$ cat src/inc/seq_step_consts.svh
// constants for the sequencer step-action logic
`ifndef SEQ_STEP_CONSTS_SVH
`define SEQ_STEP_CONSTS_SVH
`define SSA_NUM_STEPS        16
`define SSA_STEP_W           4
`define SSA_NUM_REG          8
`define SSA_FIRST_LINREG     4
`define SSA_NUM_GPO          4
`define SSA_PD_GRP_W         8
`define SSA_WAIT_TIME_W      8
`define SSA_CLK_PERIOD_NS    40
`define SSA_MS_NS            1000000
`define SSA_MS_CYCLES        (`SSA_MS_NS / `SSA_CLK_PERIOD_NS)
`define SSA_WAIT_TIMEOUT_MS  500
`define SSA_MS_CNT_W         15
`define SSA_WAIT_CNT_W       9
`define SSA_POL_ACTIVE_HIGH  1'b1
`endif

$ cat src/inc/seq_step_pkg.sv
// types shared by the sequencer step-action logic
`include "seq_step_consts.svh"
package seq_step_pkg;
   typedef struct packed {
      logic [`SSA_STEP_W-1:0] linreg_step_pointer;
      logic                   linreg_auto_ctrl;
      logic                   linreg_keep_on_cfg;
   } reg_cfg_t;

   typedef struct packed {
      logic [`SSA_STEP_W-1:0] output_rise_step;
      logic [`SSA_STEP_W-1:0] output_fall_step;
      logic                   polarity;
      logic                   seq_owned;
   } gpo_cfg_t;

   typedef struct packed {
      logic                        wait_en;
      logic [`SSA_STEP_W-1:0]      wait_step;
      logic                        wait_timeout_en;
      logic                        wait_delay_mode;
      logic [`SSA_WAIT_TIME_W-1:0] wait_time_ms;
   } wait_cfg_t;

   typedef enum logic [1:0] {
      W_IDLE  = 2'b00,
      W_EVENT = 2'b01,
      W_DELAY = 2'b11
   } wait_state_t;
endpackage : seq_step_pkg

$ cat src/seq_pin_sync.sv
// three-stage pin synchroniser with agreement filter
`timescale 1ns/1ps
module seq_pin_sync (
   input  wire logic i_clk,
   input  wire logic i_sys_rst,
   input  wire logic i_pin,
   output logic      o_level
);
   logic s1_r;
   logic s2_r;
   logic s3_r;
   logic level_r;

   always_ff @(posedge i_clk or posedge i_sys_rst)
   begin
      if (i_sys_rst)
      begin
         s1_r    <= 1'b0;
         s2_r    <= 1'b0;
         s3_r    <= 1'b0;
         level_r <= 1'b0;
      end
      else
      begin
         s1_r <= i_pin;
         s2_r <= s1_r;
         s3_r <= s2_r;
         if (s2_r == s3_r)
            level_r <= s3_r;
      end
   end

   assign o_level = level_r;
endmodule : seq_pin_sync

$ cat src/seq_reg_slot.sv
// enable and A/B select for one regulator
`timescale 1ns/1ps
module seq_reg_slot (
   input  wire logic                     i_clk,
   input  wire logic                     i_sys_rst,
   input  wire seq_step_pkg::reg_cfg_t   i_cfg,
   input  wire logic                     i_hit,
   input  wire logic                     i_dir_up,
   input  wire logic                     i_boot_on,
   input  wire logic                     i_reset_mode,
   input  wire logic                     i_keep_in_reset,
   output logic                          o_en,
   output logic                          o_sel_b
);
   logic en_r;
   logic sel_b_r;
   logic up_on;
   logic dn_keep;

   assign up_on   = i_cfg.linreg_auto_ctrl | i_cfg.linreg_keep_on_cfg;
   assign dn_keep = i_cfg.linreg_keep_on_cfg;

   always_ff @(posedge i_clk or posedge i_sys_rst)
   begin
      if (i_sys_rst)
      begin
         en_r    <= 1'b0;
         sel_b_r <= 1'b0;
      end
      else if (i_reset_mode)
      begin
         en_r    <= i_keep_in_reset;
         sel_b_r <= 1'b0;
      end
      else if (i_hit && i_dir_up)
      begin
         en_r    <= up_on;
         sel_b_r <= 1'b0;
      end
      else if (i_hit)
      begin
         en_r    <= dn_keep;
         sel_b_r <= dn_keep;
      end
      else if (i_boot_on)
      begin
         en_r    <= 1'b1;
         sel_b_r <= 1'b0;
      end
   end

   assign o_en    = en_r;
   assign o_sel_b = sel_b_r;
endmodule : seq_reg_slot

$ cat src/sequencer_step_actions.sv
// step-action logic of the power sequencer: regulators, outputs, clock buffer, wait step
// Notes on behaviour
// - off config, or keep-on clear going down: disable at step, select A
// - going up, auto or keep-on set: enable at step with A
// - going down, keep-on set: stay enabled, switch to B setting
// - default supply set: step-0 regulators enabled on entering powered-down mode
// - otherwise step 0 behaves like any other step
// - default supply clear: step-0 assignments do nothing
// - first linreg stays on in reset mode when all three controls set
// - each sequencer-owned output toggles at its rise and fall steps
// - sequencer-owned outputs go inactive in reset mode
// - output pointers at step zero produce no transition
// - polarity sets idle level; direction decides which step asserts
// - a wait step above zero halts going up until third input event
// - wait timeout expiry skips later steps and requests shutdown
// - timeout shutdown sets a readable wait-shutdown flag
// - delay mode turns wait step into a programmable fixed delay
// - clock buffer on at its step going up, off going down
// - pd group on above its step going up, off below going down
// - sixteen steps, each pointer names one of them
// - pointers above maximum count are not sequencer controlled
// - power-down replays power-up assignments in reverse
`include "seq_step_consts.svh"
`timescale 1ns/1ps
module sequencer_step_actions #(
   parameter int unsigned P_MS_CYCLES = `SSA_MS_CYCLES
) (
   input  wire logic                                            i_clk,
   input  wire logic                                            i_sys_rst,
   input  wire logic [`SSA_STEP_W-1:0]                          i_step,
   input  wire logic                                            i_step_arrive,
   input  wire logic                                            i_dir_up,
   input  wire logic [`SSA_STEP_W-1:0]                          i_max_count,
   input  wire logic                                            i_enter_powerdown,
   input  wire logic                                            i_reset_mode,
   input  wire logic                                            i_default_supply_ctrl,
   input  wire logic                                            i_first_linreg_on,
   input  wire seq_step_pkg::reg_cfg_t [`SSA_NUM_REG-1:0]       i_reg_cfg,
   input  wire seq_step_pkg::gpo_cfg_t [`SSA_NUM_GPO-1:0]       i_gpo_cfg,
   input  wire logic [`SSA_STEP_W-1:0]                          i_slow_clock_buffer_step,
   input  wire logic [`SSA_STEP_W-1:0]                          i_pd_group_step,
   input  wire logic [`SSA_PD_GRP_W-1:0]                        i_pd_group_select,
   input  wire seq_step_pkg::wait_cfg_t                         i_wait_cfg,
   input  wire logic                                            i_third_general_input,
   input  wire logic                                            i_third_input_event_clr,
   input  wire logic                                            i_wait_shut_clr,
   output logic [`SSA_NUM_REG-1:0]                              o_reg_en,
   output logic [`SSA_NUM_REG-1:0]                              o_reg_sel_b,
   output logic [`SSA_NUM_GPO-1:0]                              o_gpo,
   output logic                                                 o_slow_clock_buffer_on,
   output logic [`SSA_PD_GRP_W-1:0]                             o_pd_group_on,
   output logic                                                 o_seq_hold,
   output logic                                                 o_wait_shutdown_req,
   output logic                                                 o_third_input_event,
   output logic                                                 o_wait_shut
);
   localparam int unsigned TIMEOUT_MS = `SSA_WAIT_TIMEOUT_MS;
   localparam logic [`SSA_MS_CNT_W-1:0] MS_LAST = `SSA_MS_CNT_W'(P_MS_CYCLES - 1);
   localparam logic [`SSA_WAIT_CNT_W-1:0] TIMEOUT_CNT = `SSA_WAIT_CNT_W'(TIMEOUT_MS);

   // step qualification of the regulator pointers
   logic [`SSA_NUM_REG-1:0] reg_hit;
   logic [`SSA_NUM_REG-1:0] reg_boot;
   logic [`SSA_NUM_REG-1:0] reg_keep;
   logic [`SSA_NUM_REG-1:0] reg_up_on;
   logic [`SSA_NUM_REG-1:0] reg_dn_b;

   genvar g;
   generate
      for (g = 0; g < `SSA_NUM_REG; g++)
      begin : g_reg
         logic ptr_live;
         // step 0 only counts as a default-supply step
         assign ptr_live = (i_reg_cfg[g].linreg_step_pointer <= i_max_count) &&
                           ((i_reg_cfg[g].linreg_step_pointer != 4'h0) ||
                            i_default_supply_ctrl);
         assign reg_hit[g] = i_step_arrive && ptr_live &&
                             (i_reg_cfg[g].linreg_step_pointer == i_step);
         assign reg_boot[g] = i_enter_powerdown && i_default_supply_ctrl &&
                              (i_reg_cfg[g].linreg_step_pointer == 4'h0);
         assign reg_keep[g] = (g == `SSA_FIRST_LINREG) && i_default_supply_ctrl &&
                              i_reg_cfg[g].linreg_keep_on_cfg && i_first_linreg_on;
         assign reg_up_on[g] = reg_hit[g] && i_dir_up &&
                               (i_reg_cfg[g].linreg_auto_ctrl | i_reg_cfg[g].linreg_keep_on_cfg);
         assign reg_dn_b[g] = reg_hit[g] && !i_dir_up && i_reg_cfg[g].linreg_keep_on_cfg;

         // same assignments serve both directions; down disables unless keep-on holds it enabled on B
         seq_reg_slot u_slot (
            .i_clk           (i_clk),
            .i_sys_rst       (i_sys_rst),
            .i_cfg           (i_reg_cfg[g]),
            .i_hit           (reg_hit[g]),
            .i_dir_up        (i_dir_up),
            .i_boot_on       (reg_boot[g]),
            .i_reset_mode    (i_reset_mode),
            .i_keep_in_reset (reg_keep[g]),
            .o_en            (o_reg_en[g]),
            .o_sel_b         (o_reg_sel_b[g])
         );
      end
   endgenerate

   // general-purpose outputs
   logic [`SSA_NUM_GPO-1:0] gpo_act_r;
   logic [`SSA_NUM_GPO-1:0] gpo_act_nxt;
   logic [`SSA_NUM_GPO-1:0] gpo_pin_r;
   logic [`SSA_NUM_GPO-1:0] gpo_pin_nxt;

   generate
      for (g = 0; g < `SSA_NUM_GPO; g++)
      begin : g_gpo
         logic rise_hit;
         logic fall_hit;
         logic owned;
         assign owned = i_gpo_cfg[g].seq_owned;
         assign rise_hit = i_step_arrive && owned &&
                           (i_gpo_cfg[g].output_rise_step != 4'h0) &&
                           (i_gpo_cfg[g].output_rise_step <= i_max_count) &&
                           (i_gpo_cfg[g].output_rise_step == i_step);
         assign fall_hit = i_step_arrive && owned &&
                           (i_gpo_cfg[g].output_fall_step != 4'h0) &&
                           (i_gpo_cfg[g].output_fall_step <= i_max_count) &&
                           (i_gpo_cfg[g].output_fall_step == i_step);
         assign gpo_act_nxt[g] = (i_reset_mode && owned) ? 1'b0 :
                                 (rise_hit ? i_dir_up :
                                 (fall_hit ? !i_dir_up : gpo_act_r[g]));
         // idle level follows polarity; the pin is registered from the state, so it lags it by a cycle
         assign gpo_pin_nxt[g] = (i_gpo_cfg[g].polarity == `SSA_POL_ACTIVE_HIGH) ?
                                 gpo_act_r[g] : !gpo_act_r[g];
      end
   endgenerate

   always_ff @(posedge i_clk or posedge i_sys_rst)
   begin
      if (i_sys_rst)
      begin
         gpo_act_r <= '0;
         gpo_pin_r <= '0;
      end
      else
      begin
         gpo_act_r <= gpo_act_nxt;
         gpo_pin_r <= gpo_pin_nxt;
      end
   end

   // slow clock buffer and power-down group
   logic clk_buf_hit;
   logic pd_live;
   logic pd_up_on;
   logic pd_dn_off;
   logic clk_buf_r;
   logic [`SSA_PD_GRP_W-1:0] pd_on_r;

   assign clk_buf_hit = i_step_arrive && (i_slow_clock_buffer_step != 4'h0) &&
                        (i_slow_clock_buffer_step <= i_max_count) &&
                        (i_slow_clock_buffer_step == i_step);
   assign pd_live   = (i_pd_group_step != 4'h0) && (i_pd_group_step <= i_max_count);
   assign pd_up_on  = i_step_arrive && pd_live && i_dir_up && (i_step > i_pd_group_step);
   assign pd_dn_off = i_step_arrive && pd_live && !i_dir_up && (i_step < i_pd_group_step);

   always_ff @(posedge i_clk or posedge i_sys_rst)
   begin
      if (i_sys_rst)
      begin
         clk_buf_r <= 1'b0;
         pd_on_r   <= '0;
      end
      else
      begin
         if (clk_buf_hit)
            clk_buf_r <= i_dir_up;
         if (pd_up_on)
            pd_on_r <= i_pd_group_select;
         else if (pd_dn_off)
            pd_on_r <= '0;
      end
   end

   // third input event capture; a set in the clear cycle wins
   logic gpi_level;
   logic gpi_prev_r;
   logic evt_r;
   logic evt_nxt;
   logic evt_set;

   seq_pin_sync u_gpi_sync (
      .i_clk     (i_clk),
      .i_sys_rst (i_sys_rst),
      .i_pin     (i_third_general_input),
      .o_level   (gpi_level)
   );

   assign evt_set = gpi_level && !gpi_prev_r;
   assign evt_nxt = evt_set || (evt_r && !i_third_input_event_clr);

   // millisecond enable for the wait delay and timeout
   logic [`SSA_MS_CNT_W-1:0] ms_cnt_r;
   logic ms_tick;
   assign ms_tick = (ms_cnt_r == MS_LAST);

   // wait step state machine
   seq_step_pkg::wait_state_t wst_r;
   seq_step_pkg::wait_state_t wst_nxt;
   logic [`SSA_WAIT_CNT_W-1:0] wcnt_r;
   logic wait_hit;
   logic tmo_fire;
   logic delay_done;
   logic shut_r;
   logic shut_req_r;
   logic hold_r;

   assign wait_hit = i_step_arrive && i_dir_up && i_wait_cfg.wait_en &&
                     (i_wait_cfg.wait_step != 4'h0) && (i_wait_cfg.wait_step <= i_max_count) &&
                     (i_wait_cfg.wait_step == i_step);
   assign tmo_fire = (wst_r == seq_step_pkg::W_EVENT) && i_wait_cfg.wait_timeout_en &&
                     ms_tick && (wcnt_r >= TIMEOUT_CNT - 9'h001);
   assign delay_done = (wst_r == seq_step_pkg::W_DELAY) &&
                       (wcnt_r >= {1'b0, i_wait_cfg.wait_time_ms});

   always_comb
   begin
      wst_nxt = wst_r;
      case (wst_r)
         seq_step_pkg::W_IDLE:
            if (wait_hit && i_wait_cfg.wait_delay_mode)
               wst_nxt = seq_step_pkg::W_DELAY;
            else if (wait_hit && !evt_r)
               wst_nxt = seq_step_pkg::W_EVENT;
         seq_step_pkg::W_EVENT:
            if (evt_r || tmo_fire || i_reset_mode)
               wst_nxt = seq_step_pkg::W_IDLE;
         seq_step_pkg::W_DELAY:
            if (delay_done || i_reset_mode)
               wst_nxt = seq_step_pkg::W_IDLE;
         default:
            wst_nxt = seq_step_pkg::W_IDLE;
      endcase
   end

   always_ff @(posedge i_clk or posedge i_sys_rst)
   begin
      if (i_sys_rst)
      begin
         gpi_prev_r <= 1'b0;
         evt_r      <= 1'b0;
         ms_cnt_r   <= '0;
         wst_r      <= seq_step_pkg::W_IDLE;
         wcnt_r     <= '0;
         shut_r     <= 1'b0;
         shut_req_r <= 1'b0;
         hold_r     <= 1'b0;
      end
      else
      begin
         gpi_prev_r <= gpi_level;
         evt_r      <= evt_nxt;
         // divider restarts at each wait entry so delays are whole ms
         ms_cnt_r   <= (wst_r == seq_step_pkg::W_IDLE || ms_tick) ? '0 : ms_cnt_r + 1'b1;
         wst_r      <= wst_nxt;
         if (wst_r == seq_step_pkg::W_IDLE)
            wcnt_r <= '0;
         else if (ms_tick)
            wcnt_r <= wcnt_r + 1'b1;
         shut_req_r <= tmo_fire;
         shut_r     <= tmo_fire || (shut_r && !i_wait_shut_clr);
         hold_r     <= (wst_nxt != seq_step_pkg::W_IDLE);
      end
   end

   assign o_gpo                  = gpo_pin_r;
   assign o_slow_clock_buffer_on = clk_buf_r;
   assign o_pd_group_on          = pd_on_r;
   assign o_seq_hold             = hold_r;
   assign o_wait_shutdown_req    = shut_req_r;
   assign o_third_input_event    = evt_r;
   assign o_wait_shut            = shut_r;
endmodule : sequencer_step_actions

$ cat config.mk
export PLATFORM = sky130hd
export DESIGN_NAME = sequencer_step_actions
export DESIGN_NICKNAME = d
export VERILOG_FILES = /design/src/inc/seq_step_pkg.sv /design/src/seq_pin_sync.sv /design/src/seq_reg_slot.sv /design/src/sequencer_step_actions.sv
export VERILOG_INCLUDE_DIRS = /design/src /design/src/inc
export SDC_FILE = /design/constraint.sdc
export NUM_CORES = 1
export LEC_CHECK = 0
export BUFFER_PORTS_ARGS = -buffer_cell sky130_fd_sc_hd__clkbuf_2
export CORE_MARGIN = 2
export CORE_UTILIZATION = 40
export DETAILED_ROUTE_END_ITERATION = 12
export SYNTH_ARGS = -nofsm -noshare
export SYNTH_HDL_FRONTEND = slang
export SYNTH_HIERARCHICAL = 1
export SYNTH_SLANG_ARGS = --single-unit
$ cat constraint.sdc
create_clock -name i_clk -period 2.1 [get_ports i_clk]
set_input_delay 0.315 -clock i_clk [delete_from_list [all_inputs] [get_ports i_clk]]
set_output_delay 0.315 -clock i_clk [all_outputs]
set_load 0.02 [all_outputs]
Word-level counts from Yosys, hierarchy flattened --
Index checks and enable logic that the tools add are counted. Widths: inputs -> output; s select.
Storage, ports and cells: flip-flop bits (word level) 68, latch bits 0, memory bits (writable) 0, ROM bits 0, input bits 138, output and inout bits 33, word-level logic and storage cells 344, memories kept 0
Operators by class: $add $sub $neg 2, multipliers 0, divide/modulo/power cells 0, $lt $le $gt $ge 23, eq/ne operators 22, shift operators 0, muxes and demuxes 90, bitwise operators 8, reduce and logical (&&, ||, !) cells 164
Operators by type and width (number):
- $reduce_bool 4->1 | 27
- $logic_and 1x1->1 | 98
- $mux 1 | 80
- $le 4x4->1 | 19
- $eq 4x4->1 | 18
- $logic_not 4->1 | 8
- $mux 9 | 2
- $mux 8 | 2
- $add 15x1->15 const B | 1
- $eq 15x15->1 const B | 1
- $mux 15 | 1
- $logic_or 1x1->1 | 14
- $reduce_bool 3->1 | 4
- $add 9x1->9 const B | 1
- $ge 9x8->1 | 1
- $ge 9x9->1 const B | 1
- $logic_not 1->1 | 9
- $mux 2 | 4
- $or 1x1->1 | 8
- $pmux 2 s3 | 1
- $reduce_bool 2->1 | 3
- $gt 4x4->1 | 1
- $lt 4x4->1 | 1
- $eq 2x1->1 const B | 1
- other kinds (3) | 3

Logic depth before layout (Yosys ltp) --
Gate-level depths: netlist of the first run.
word-level depth 10, depth in mapped cells 10, gate-level depth less buffers 10

Cells and area by module --
Netlist of the first run, hierarchy kept.
Modules (own cells, without submodules):
- sequencer_step_actions | times used 1, cells an instance 606, area an instance 5182.5 µm², sequential area each 1201.2 µm²
- seq_reg_slot | times used 8, cells an instance 10, area an instance 101.3 µm², sequential area each 50.0 µm²
- seq_pin_sync | times used 1, cells an instance 6, area an instance 115.1 µm², sequential area each 100.1 µm²

Least setup slack after synthesis of the first run --
No wires, ideal clock.
path kind input port to flip-flop, start input port i_max_count[1], end register hold_r, in the netlist o_seq_hold, setup time 0.066 ns, arrival time 2.216 ns, data required time 2.034 ns, setup slack -0.182 ns, cell stages on the path 8, buffers on the path 0, path through inv_1 ha_1 nor2b_1 o21a_1 o21ai_0 nand2b_1 a2111oi_0 a211o_1
On the way: word-level cells in the longest chain between the ends 8, elaborated cells on any way between the ends 9, classes of those cells 1 x order compare; 3 x mux; 5 x reduce/logical
Ends and longest elaborated chain:
- start: declaration | line sequencer_step_actions.sv:33 | input wire logic [`SSA_STEP_W-1:0] i_max_count,
- $le 4x4->1 * | line sequencer_step_actions.sv:214 | (i_wait_cfg.wait_step != 4'h0) && (i_wait_cfg.wait_step <= i_max_count) &&
- $logic_and 1x1->1 * (2 in series) | line sequencer_step_actions.sv:214
- $logic_and 1x1->1 | line sequencer_step_actions.sv:228 | else if (wait_hit && !evt_r)
- $mux 2 | line sequencer_step_actions.sv:228
- $mux 2 * | line sequencer_step_actions.sv:226 | if (wait_hit && i_wait_cfg.wait_delay_mode)
- $pmux 2 s3 * | line sequencer_step_actions.sv:224 | case (wst_r)
- $reduce_bool 2->1 * | line sequencer_step_actions.sv:267 | hold_r <= (wst_nxt != seq_step_pkg::W_IDLE);
- end signal: assignment | line sequencer_step_actions.sv:267
- end: declaration | line sequencer_step_actions.sv:211 | logic hold_r;
Every way passes the cells marked *; elsewhere a longest branch is shown, timed or not. A chain may end at the register's enable or synchronous reset.

Final worst setup path of the first run --
start register ms_cnt_r[4], end register wcnt_r[6]
On the way: word-level cells in the longest chain between the ends 2
Ends and longest elaborated chain:
- start: declaration | line sequencer_step_actions.sv:198 | logic [`SSA_MS_CNT_W-1:0] ms_cnt_r;
- start signal: assignment | line sequencer_step_actions.sv:259 | ms_cnt_r <= (wst_r == seq_step_pkg::W_IDLE || ms_tick) ? '0 : ms_cnt_r + 1'b1;
- $eq 15x15->1 | line sequencer_step_actions.sv:200 | assign ms_tick = (ms_cnt_r == MS_LAST);
- $reduce_bool 2->1 (no line)
- end signal: assignment | line sequencer_step_actions.sv:264 | wcnt_r <= wcnt_r + 1'b1;
- end: declaration | line sequencer_step_actions.sv:205 | logic [`SSA_WAIT_CNT_W-1:0] wcnt_r;
No other way between the ends.

==> out/qor.yml, run 1 <==
power:
  power_leakage_nw: 3.835
  ir_drop_v: 0.0003497
  power_mw: 4.166
  powerDensity_nw_per_um2: 528.7
global_routing:
  grt_overflow: 0
  grt_pass1_vias: 5849
  antenna_found_initial: 0
  grt_usage_pct: 22.55
  grt_max_degree: 32
  grt_pass1_wl_mm: 29.38
synth:
  synth_largest_area_cell: "dfrtp_1"
  synth_flop_cell: "dfrtp_1"
  synth_area_per_cell_um2: 8.827
  synth_top_area_share_pct: 27.86
  yosysMostFrequentCell: "ha_1"
  ys_seq_area_share_pct: 27.86
  synth_compound_area_share_pct: 16.33
  synth_top_family_by_area: "simple AND/OR/NAND/NOR gates"
  synthTopCellsByArea: "dfrtp_1 28%, ha_1 18%, xnor2_1 7.3%, inv_1 4.4%, xor2_1 4.3%"
  yosysWarnings: 6
  syn_area_um2: 6108
  muxShareOfSynthArea_pct: 0.8398
  synth_edf_count: 0
  ys_ff_latch: 68
  synth_top_cells_by_count: "90 x ha_1, 71 x inv_1, 68 x dfrtp_1"
  async_flop_share_pct: 100.0
  synth-xor-area-share_pct: 11.61
  syn-instance-count: 692
  synth-simple-area-share_pct: 19.25
  synth.distinct_cells: 56
  synth_fa_ha_area_share_pct: 18.62
cells_and_area:
  final_layout_size_suffix_gt1_share_pct: 26.59
  syn2layout_area_growth_pct: 29.00
  n_fill_cell: 1461
  antenna_cells: 0
  nets: 1133
critical_path:
  cp-end-kind: "flop"
  criticalPathCategory: "flop to flop"
  cp.required_ns: 2.38
  cp-startpoint: "ms_cnt_r[4]$_DFF_PP0_"
  critPathLaunchType: "flop"
  rrSetupSlack_ns: 0.17
  r2r_start: "ms_cnt_r[4]$_DFF_PP0_"
  crit_fanout: 4
  cp.arrival_ns: 2.20
timing:
  finalClockSkew_ns: 0.007029
  grt_setup_unrepaired: "false"
  setup_viol: 0
  fin_crit_sh_pct: 91.73
  post-route-min-period_ns: 1.926
  finalHoldViolations: 0
  fin_hold_ws_ns: 0.007485
  finalWorstSetupSlack_ns: 0.1737
  max_freq_mhz: 519.1
  slew_violations: 0
cts:
  clk_path_buf_depth: 2
  root_buffer: "clkbuf_16"
  clkTransAtPathRegs_ns: 0.06
  tritoncts: "yes"
  clkLatencyLatePin_ns: 0.34
  numCtsBuffers: 9
  htree_levels: 3
  ctsHoldBuffers: 0
  clock-sinks: 68
die:
  start_util_pct: 40.63
  die_h_um: 127.6
  boundaryPins: 171
  die_area_um2: 16280
  die_w_um: 127.6
  core_area_um2: 15030
  num_rows: 45
hold_path:
  hp-class: "input pin to asynchronous set/reset pin"
detailed_routing:
  wl_mm: 17.45
  wire_per_inst_um: 15.89
  drc: 0
  dr_total_vias: 5862
  firstDrtPassIters: 4
  ant_nets: 0
  drt_iter0_markers: 272
  viasPerCell: 5.339
run_status:
  run_status: "complete, no violations"
placed_design:
  place_congestion: 0.8025
  port_buffers: 170
  hpwl_mm: 13.72
  dp_slack_ns: -0.1979
run:
  cap_violations: 0
[worst paths after layout]
path                                                     to  depth (start not counted)
max in group asynchronous     o_third_input_event$_DFF_PP0_                          3
hold reg to reg                   u_gpi_sync/s2_r$_DFF_PP0_                          0
hold / removal             g_reg[3].u_slot/o_en$_DFFE_PP0P_                          2
min in group i_clk                u_gpi_sync/s1_r$_DFF_PP0_                          1
setup reg to reg                      wcnt_r[6]$_DFFE_PP0N_                          6
setup / recovery                      wcnt_r[6]$_DFFE_PP0N_                          6
[cell usage in the layout, fill, tap and decap left out, drive strengths merged, types with 6 or more instances in the layout]
master | synthesis | routed
a41oi | 8 | 8
or3b | 8 | 8
buf | 10 | 41
xor2 | 30 | 30
a211oi | 13 | 13
a221oi | 10 | 10
nor2b | 11 | 11
dfrtp | 68 | 68
nor4 | 12 | 12
nor3 | 26 | 26
or4 | 12 | 12
xnor2 | 51 | 51
ha | 90 | 90
nand2 | 31 | 31
o21ai | 23 | 23
nor2 | 39 | 39
nand3b | 9 | 9
nand3 | 12 | 12
clkbuf | 5 | 179
a21oi | 47 | 47
nand2b | 12 | 12
a21o | 7 | 7
o22ai | 7 | 7
a22o | 8 | 8
conb | 1 | 7
o2111ai | 7 | 7
inv | 71 | 74
or3 | 6 | 6
nand4 | 22 | 22
[final cells by class]
class	count	area, um2	share of cell area (%)
timing repair buffer	211	1234	15.66
clock buffer	9	225.2	2.858
tap	188	235.2	2.985
clock inverter	7	80.08	1.016
multi-input combinational	544	4134	52.46
inverter	71	270.3	3.430
sequential	68	1702	21.59
[metal layers]
layer  GRT usage, %  wire length [um]  vias up  part of all wire (%)
met2          37.24              8078      129                    46
met5              0                 0        -                     0
met4          6.787               273        0                   1.6
met1          30.64              8296     2754                    48
li1               -                 -     2961                     -
met3          3.350               797       18                   4.6
[report_power, final]
group	internal, mW	total (mW)	switching, mW
Clock	0.937	1.59	0.654
Combinational	0.503	1.14	0.634
Sequential	1.39	1.44	0.0481
Total	2.83	4.17	1.34
[flip-flops by register name, summed over array words and instances (netlist names)]
| name | flops |
|---|---|
| g.u_slot/o_en | 8 |
| g.u_slot/o_sel_b | 8 |
| gpi_prev_r | 1 |
| gpo_act_r | 4 |
| ms_cnt_r | 15 |
| o_gpo | 4 |
| o_pd_group_on | 8 |
| o_seq_hold | 1 |
| o_slow_clock_buffer_on | 1 |
| o_third_input_event | 1 |
| o_wait_shut | 1 |
| o_wait_shutdown_req | 1 |
| u_gpi_sync/o_level | 1 |
| u_gpi_sync/s1_r | 1 |
| u_gpi_sync/s2_r | 1 |
| u_gpi_sync/s3_r | 1 |
| wcnt_r | 9 |
| wst_r | 2 |
[worst max-delay path, stage by stage (launching register included)]
cell	delay, ns
dfrtp_1	0.41
nor4bb_1	0.30
nand2_1	0.14
nor3_4	0.24
nand4_2	0.19
or4_1	0.49
nand2_1	0.08
[per-stage QoR]
| stage | instances | area [um2] | utilization (%) | TNS [ns] |
|---|---|---|---|---|
| 5_1_grt | 1098 | 7880 | 52.42 | 0 |
| 3_3_place_gp | 1082 | 7575 | 50.39 | -1.323 |
| 3_5_place_dp | 1082 | 7575 | 50.39 | -2.827 |
| 4_1_cts | 1098 | 7880 | 52.42 | 0 |
| 2_1_floorplan | 698 | 6171 | - | 0 |
| 6_report | 1098 | 7880 | 52.42 | 0 |
[cell families (layout without fill, tap and decap cells)]
group / count (synthesis) / after routing
AOI/OAI and AO/OA: 150 / 150
xor gates and xnor gates: 81 / 81
adders and majority gates: 91 / 91
buffers and inverters: 86 / 298
DFF: 68 / 68
muxes: 5 / 5
other: 1 / 7
and+or+nand+nor: 210 / 210
[timing repair]
action                                  CTS  global route
endpoints found under the setup margin    0             7
resized for setup                         0             1
buffers inserted                          0             0
Note: power is estimated with default switching activity, not from simulation.
==> inputs of run 2 (changes only) <==
--- a/config.mk
+++ b/config.mk
@@ -8,9 +8,9 @@
 export LEC_CHECK = 0
 export BUFFER_PORTS_ARGS = -buffer_cell sky130_fd_sc_hd__clkbuf_2
 export CORE_MARGIN = 2
-export CORE_UTILIZATION = 40
+export CORE_UTILIZATION = 54
 export DETAILED_ROUTE_END_ITERATION = 12
+export PLACE_DENSITY = 0.82
 export SYNTH_ARGS = -nofsm -noshare
 export SYNTH_HDL_FRONTEND = slang
-export SYNTH_HIERARCHICAL = 1
 export SYNTH_SLANG_ARGS = --single-unit
==> constraint.sdc (replaced) <==
create_clock -name i_clk -period 2.1 [get_ports i_clk]
set_input_delay 0.315 -clock i_clk [delete_from_list [all_inputs] [get_ports i_clk]]
set_output_delay 0.315 -clock i_clk [all_outputs]
set_load 0.05 [all_outputs]
==> run 2 against run 1 <==
Core utilization increased by 15 points. Clock-buffer cell count up 1. Register-to-register slack better by 0.09 ns. Maximum frequency up 2.1%. Cell count down 6.3%. Setup slack better by 0.039 ns. Critical path depth is 4 higher. Total power rose by 1.4%. Via count grew 2.4%. Sequential share of layout area is 0.65 points higher.
==> out/qor.yml, run 2 <==
die:
  die_w_um: 111.5
  start_util_pct: 54.87
  core_area_um2: 11370
  die_area_um2: 12430
  boundaryPins: 171
  die_h_um: 111.5
  num_rows: 39
global_routing:
  grt_usage_pct: 27.76
  grt_pass1_vias: 6072
  grt_overflow: 0
  grt_use_met3_pct: 5.607
  grtUsageMet2_pct: 45.04
  met1_usage_pct: 35.98
  grt_busiest_layer: "met2"
  grt_pass1_wl_mm: 28.43
  antenna_found_initial: 0
  grt_max_degree: 69
cells_and_area:
  nets: 1109
  stdcell_count: 1029
  regMostFlops: "ms_cnt_r"
  regArea_um2: 1702
  mostFrequentLayoutCell: "clkbuf_2"
  reg_top3: "ms_cnt_r: 15 flops, wcnt_r: 9 flops"
  finish.utilization_pct: 67.29
  final_cell_mix: "170 x clkbuf_2, 90 x ha_1, 68 x dfrtp_1, 50 x xor2_1, 49 x inv_1"
  multi_input_area_um2: 4131
  largest_reg_flops: 15
  antenna_cells: 0
  n_fill_cell: 921
  final_layout_size_suffix_gt1_share_pct: 25.51
  syn2layout_area_growth_pct: 22.64
  finalInstanceArea_um2: 7651
synth:
  synthTopCellsByArea: "dfrtp_1 27%, ha_1 18%, xor2_1 7.0%, xnor2_1 4.8%, inv_1 3.1%"
  synth_nets: 931
  synth_area_per_cell_um2: 8.874
  async_flop_share_pct: 100.0
  synth_flop_cell: "dfrtp_1"
  syn_area_um2: 6238
  synth.distinct_cells: 59
  synth_top_area_share_pct: 27.28
  syn-instance-count: 703
  ys_ff_latch: 68
  synth_edf_count: 0
  synth_largest_area_cell: "dfrtp_1"
  synth_top_cells_by_count: "90 x ha_1, 68 x dfrtp_1, 52 x inv_1"
  ys_seq_area_share_pct: 27.28
  yosysMostFrequentCell: "ha_1"
  yosysWarnings: 0
timing:
  setup_tns_ns: 0
  setup_viol: 0
  grt_setup_unrepaired: "false"
  slew_violations: 0
  post-route-min-period_ns: 1.887
  fin_crit_sh_pct: 89.85
  worstMarginPinSlew_ns: 0.6794
  max_freq_mhz: 530.0
  finalHoldViolations: 0
  finalClockSkew_ns: 0.001860
  fin_hold_ws_ns: 0.03158
  finalWorstSetupSlack_ns: 0.2131
  max_slew_margin_pct: 54.54
detailed_routing:
  wire_per_inst_um: 16.20
  firstDrtPassIters: 4
  ant_nets: 0
  drc: 0
  viasPerCell: 5.836
  wl_mm: 16.67
  dr_total_vias: 6005
  drt_iter0_markers: 393
placed_design:
  hpwl_mm: 12.98
  dp.cells: 1013
  port_buffers: 170
  dp_slack_ns: -0.1151
  place_congestion: 0.9024
  dpl_cell_area_um2: 7346
cts:
  numCtsBuffers: 9
  clkTransAtPathRegs_ns: 0.06
  clkLatencyLatePin_ns: 0.33
  clock-sinks: 68
  root_buffer: "clkbuf_16"
  post_cts_buffers: 0
  clk_path_buf_depth: 2
  tritoncts: "yes"
  htree_levels: 3
power:
  power_leakage_nw: 3.761
  ir_drop_v: 0.0004290
  power_mw: 4.223
  powerDensity_nw_per_um2: 551.9
run_status:
  run_status: "complete, no violations"
hold_path:
  hp-class: "input pin to asynchronous set/reset pin"
critical_path:
  cp-startpoint: "i_max_count[1]"
  crit_fanout: 11
  cp.required_ns: 2.35
  reg2reg_depth: 6
  cp.arrival_ns: 2.14
  r2r-end: "wcnt_r[3]$_DFFE_PP0N_"
  rrSetupSlack_ns: 0.26
  critPathLaunchType: "input pin"
  cp-end-kind: "flop"
  criticalPathCategory: "input pin to flop"
  r2r_start: "ms_cnt_r[0]$_DFF_PP0_"
run:
  cap_violations: 0
==> run 2: cell count changes in the layout (fill, tap and decap cells not counted), sizes merged, moves of 10 or more <==
cell | before | now
a21oi | 47 | 35
buf | 41 | 29
inv | 74 | 53
nand2b | 12 | 2
o211ai | 2 | 15
o21a | 3 | 22
xnor2 | 51 | 34
xor2 | 30 | 50
==> run 2: report_power, final <==
part | total [mW] | switching (mW) | internal, mW
logic | 1.29 | 0.785 | 0.502
clock network | 1.50 | 0.583 | 0.919
registers | 1.43 | 0.0454 | 1.39
==> run 2: layer usage <==
layer  up-vias  wire length [um]
met5         -                 0
met4         0               573
met3        50              1285
met2       257              7527
met1      2791              7283
li1       2907                 -
==> run 2: how the worst max path moves through the flow <==
stage,cells past startpoint,slack [ns],to
after floorplan,8,0.04,o_slow_clock_buffer_on$_DFFE_PP0P_
after global placement,10,-0.05,gpo_act_r[2]$_DFFE_PP0P_
after detailed placement,10,-0.12,gpo_act_r[2]$_DFFE_PP0P_
after CTS,7,0.19,wcnt_r[7]$_DFFE_PP0N_
after global routing,10,0.04,gpo_act_r[2]$_DFFE_PP0P_
final,10,0.21,gpo_act_r[2]$_DFFE_PP0P_
==> run 2: critical path: stages <==
cell	delay, ns
clkbuf_2	0.10
clkinvlp_4	0.11
buf_4	0.20
ha_1	0.32
nand3_1	0.10
o221ai_1	0.12
a221oi_1	0.34
nor2_1	0.07
or3_1	0.31
a22oi_1	0.16
==> run 2: area by class of cell <==
cell class | count | share of cell area [%]
Inverter | 55 | 2.796
Timing Repair Buffer | 199 | 14.78
Tap cell | 143 | 2.339
Sequential cell | 68 | 22.24
Clock inverter | 6 | 0.8504
Clock buffer | 10 | 2.993
Multi-Input combinational cell | 548 | 54.00
==> run 2: what timing repair did <==
| action | CTS | global route |
|---|---|---|
| resized for setup | 0 | 2 |
| setup endpoints to repair | 0 | 1 |
| hold buffers | 0 | 0 |
==> run 2: cells by family (layout without fill, tap and decap cells) <==
family | after synthesis | in the layout | share of synthesized area (%)
simple gates | 210 | 210 | 17.79
fa+ha+maj | 91 | 91 | 18.21
buf+inv | 87 | 270 | 6.679
mux | 9 | 9 | 1.464
xor+xnor | 84 | 84 | 11.79
compound gates | 154 | 154 | 16.79
flops | 68 | 68 | 27.28
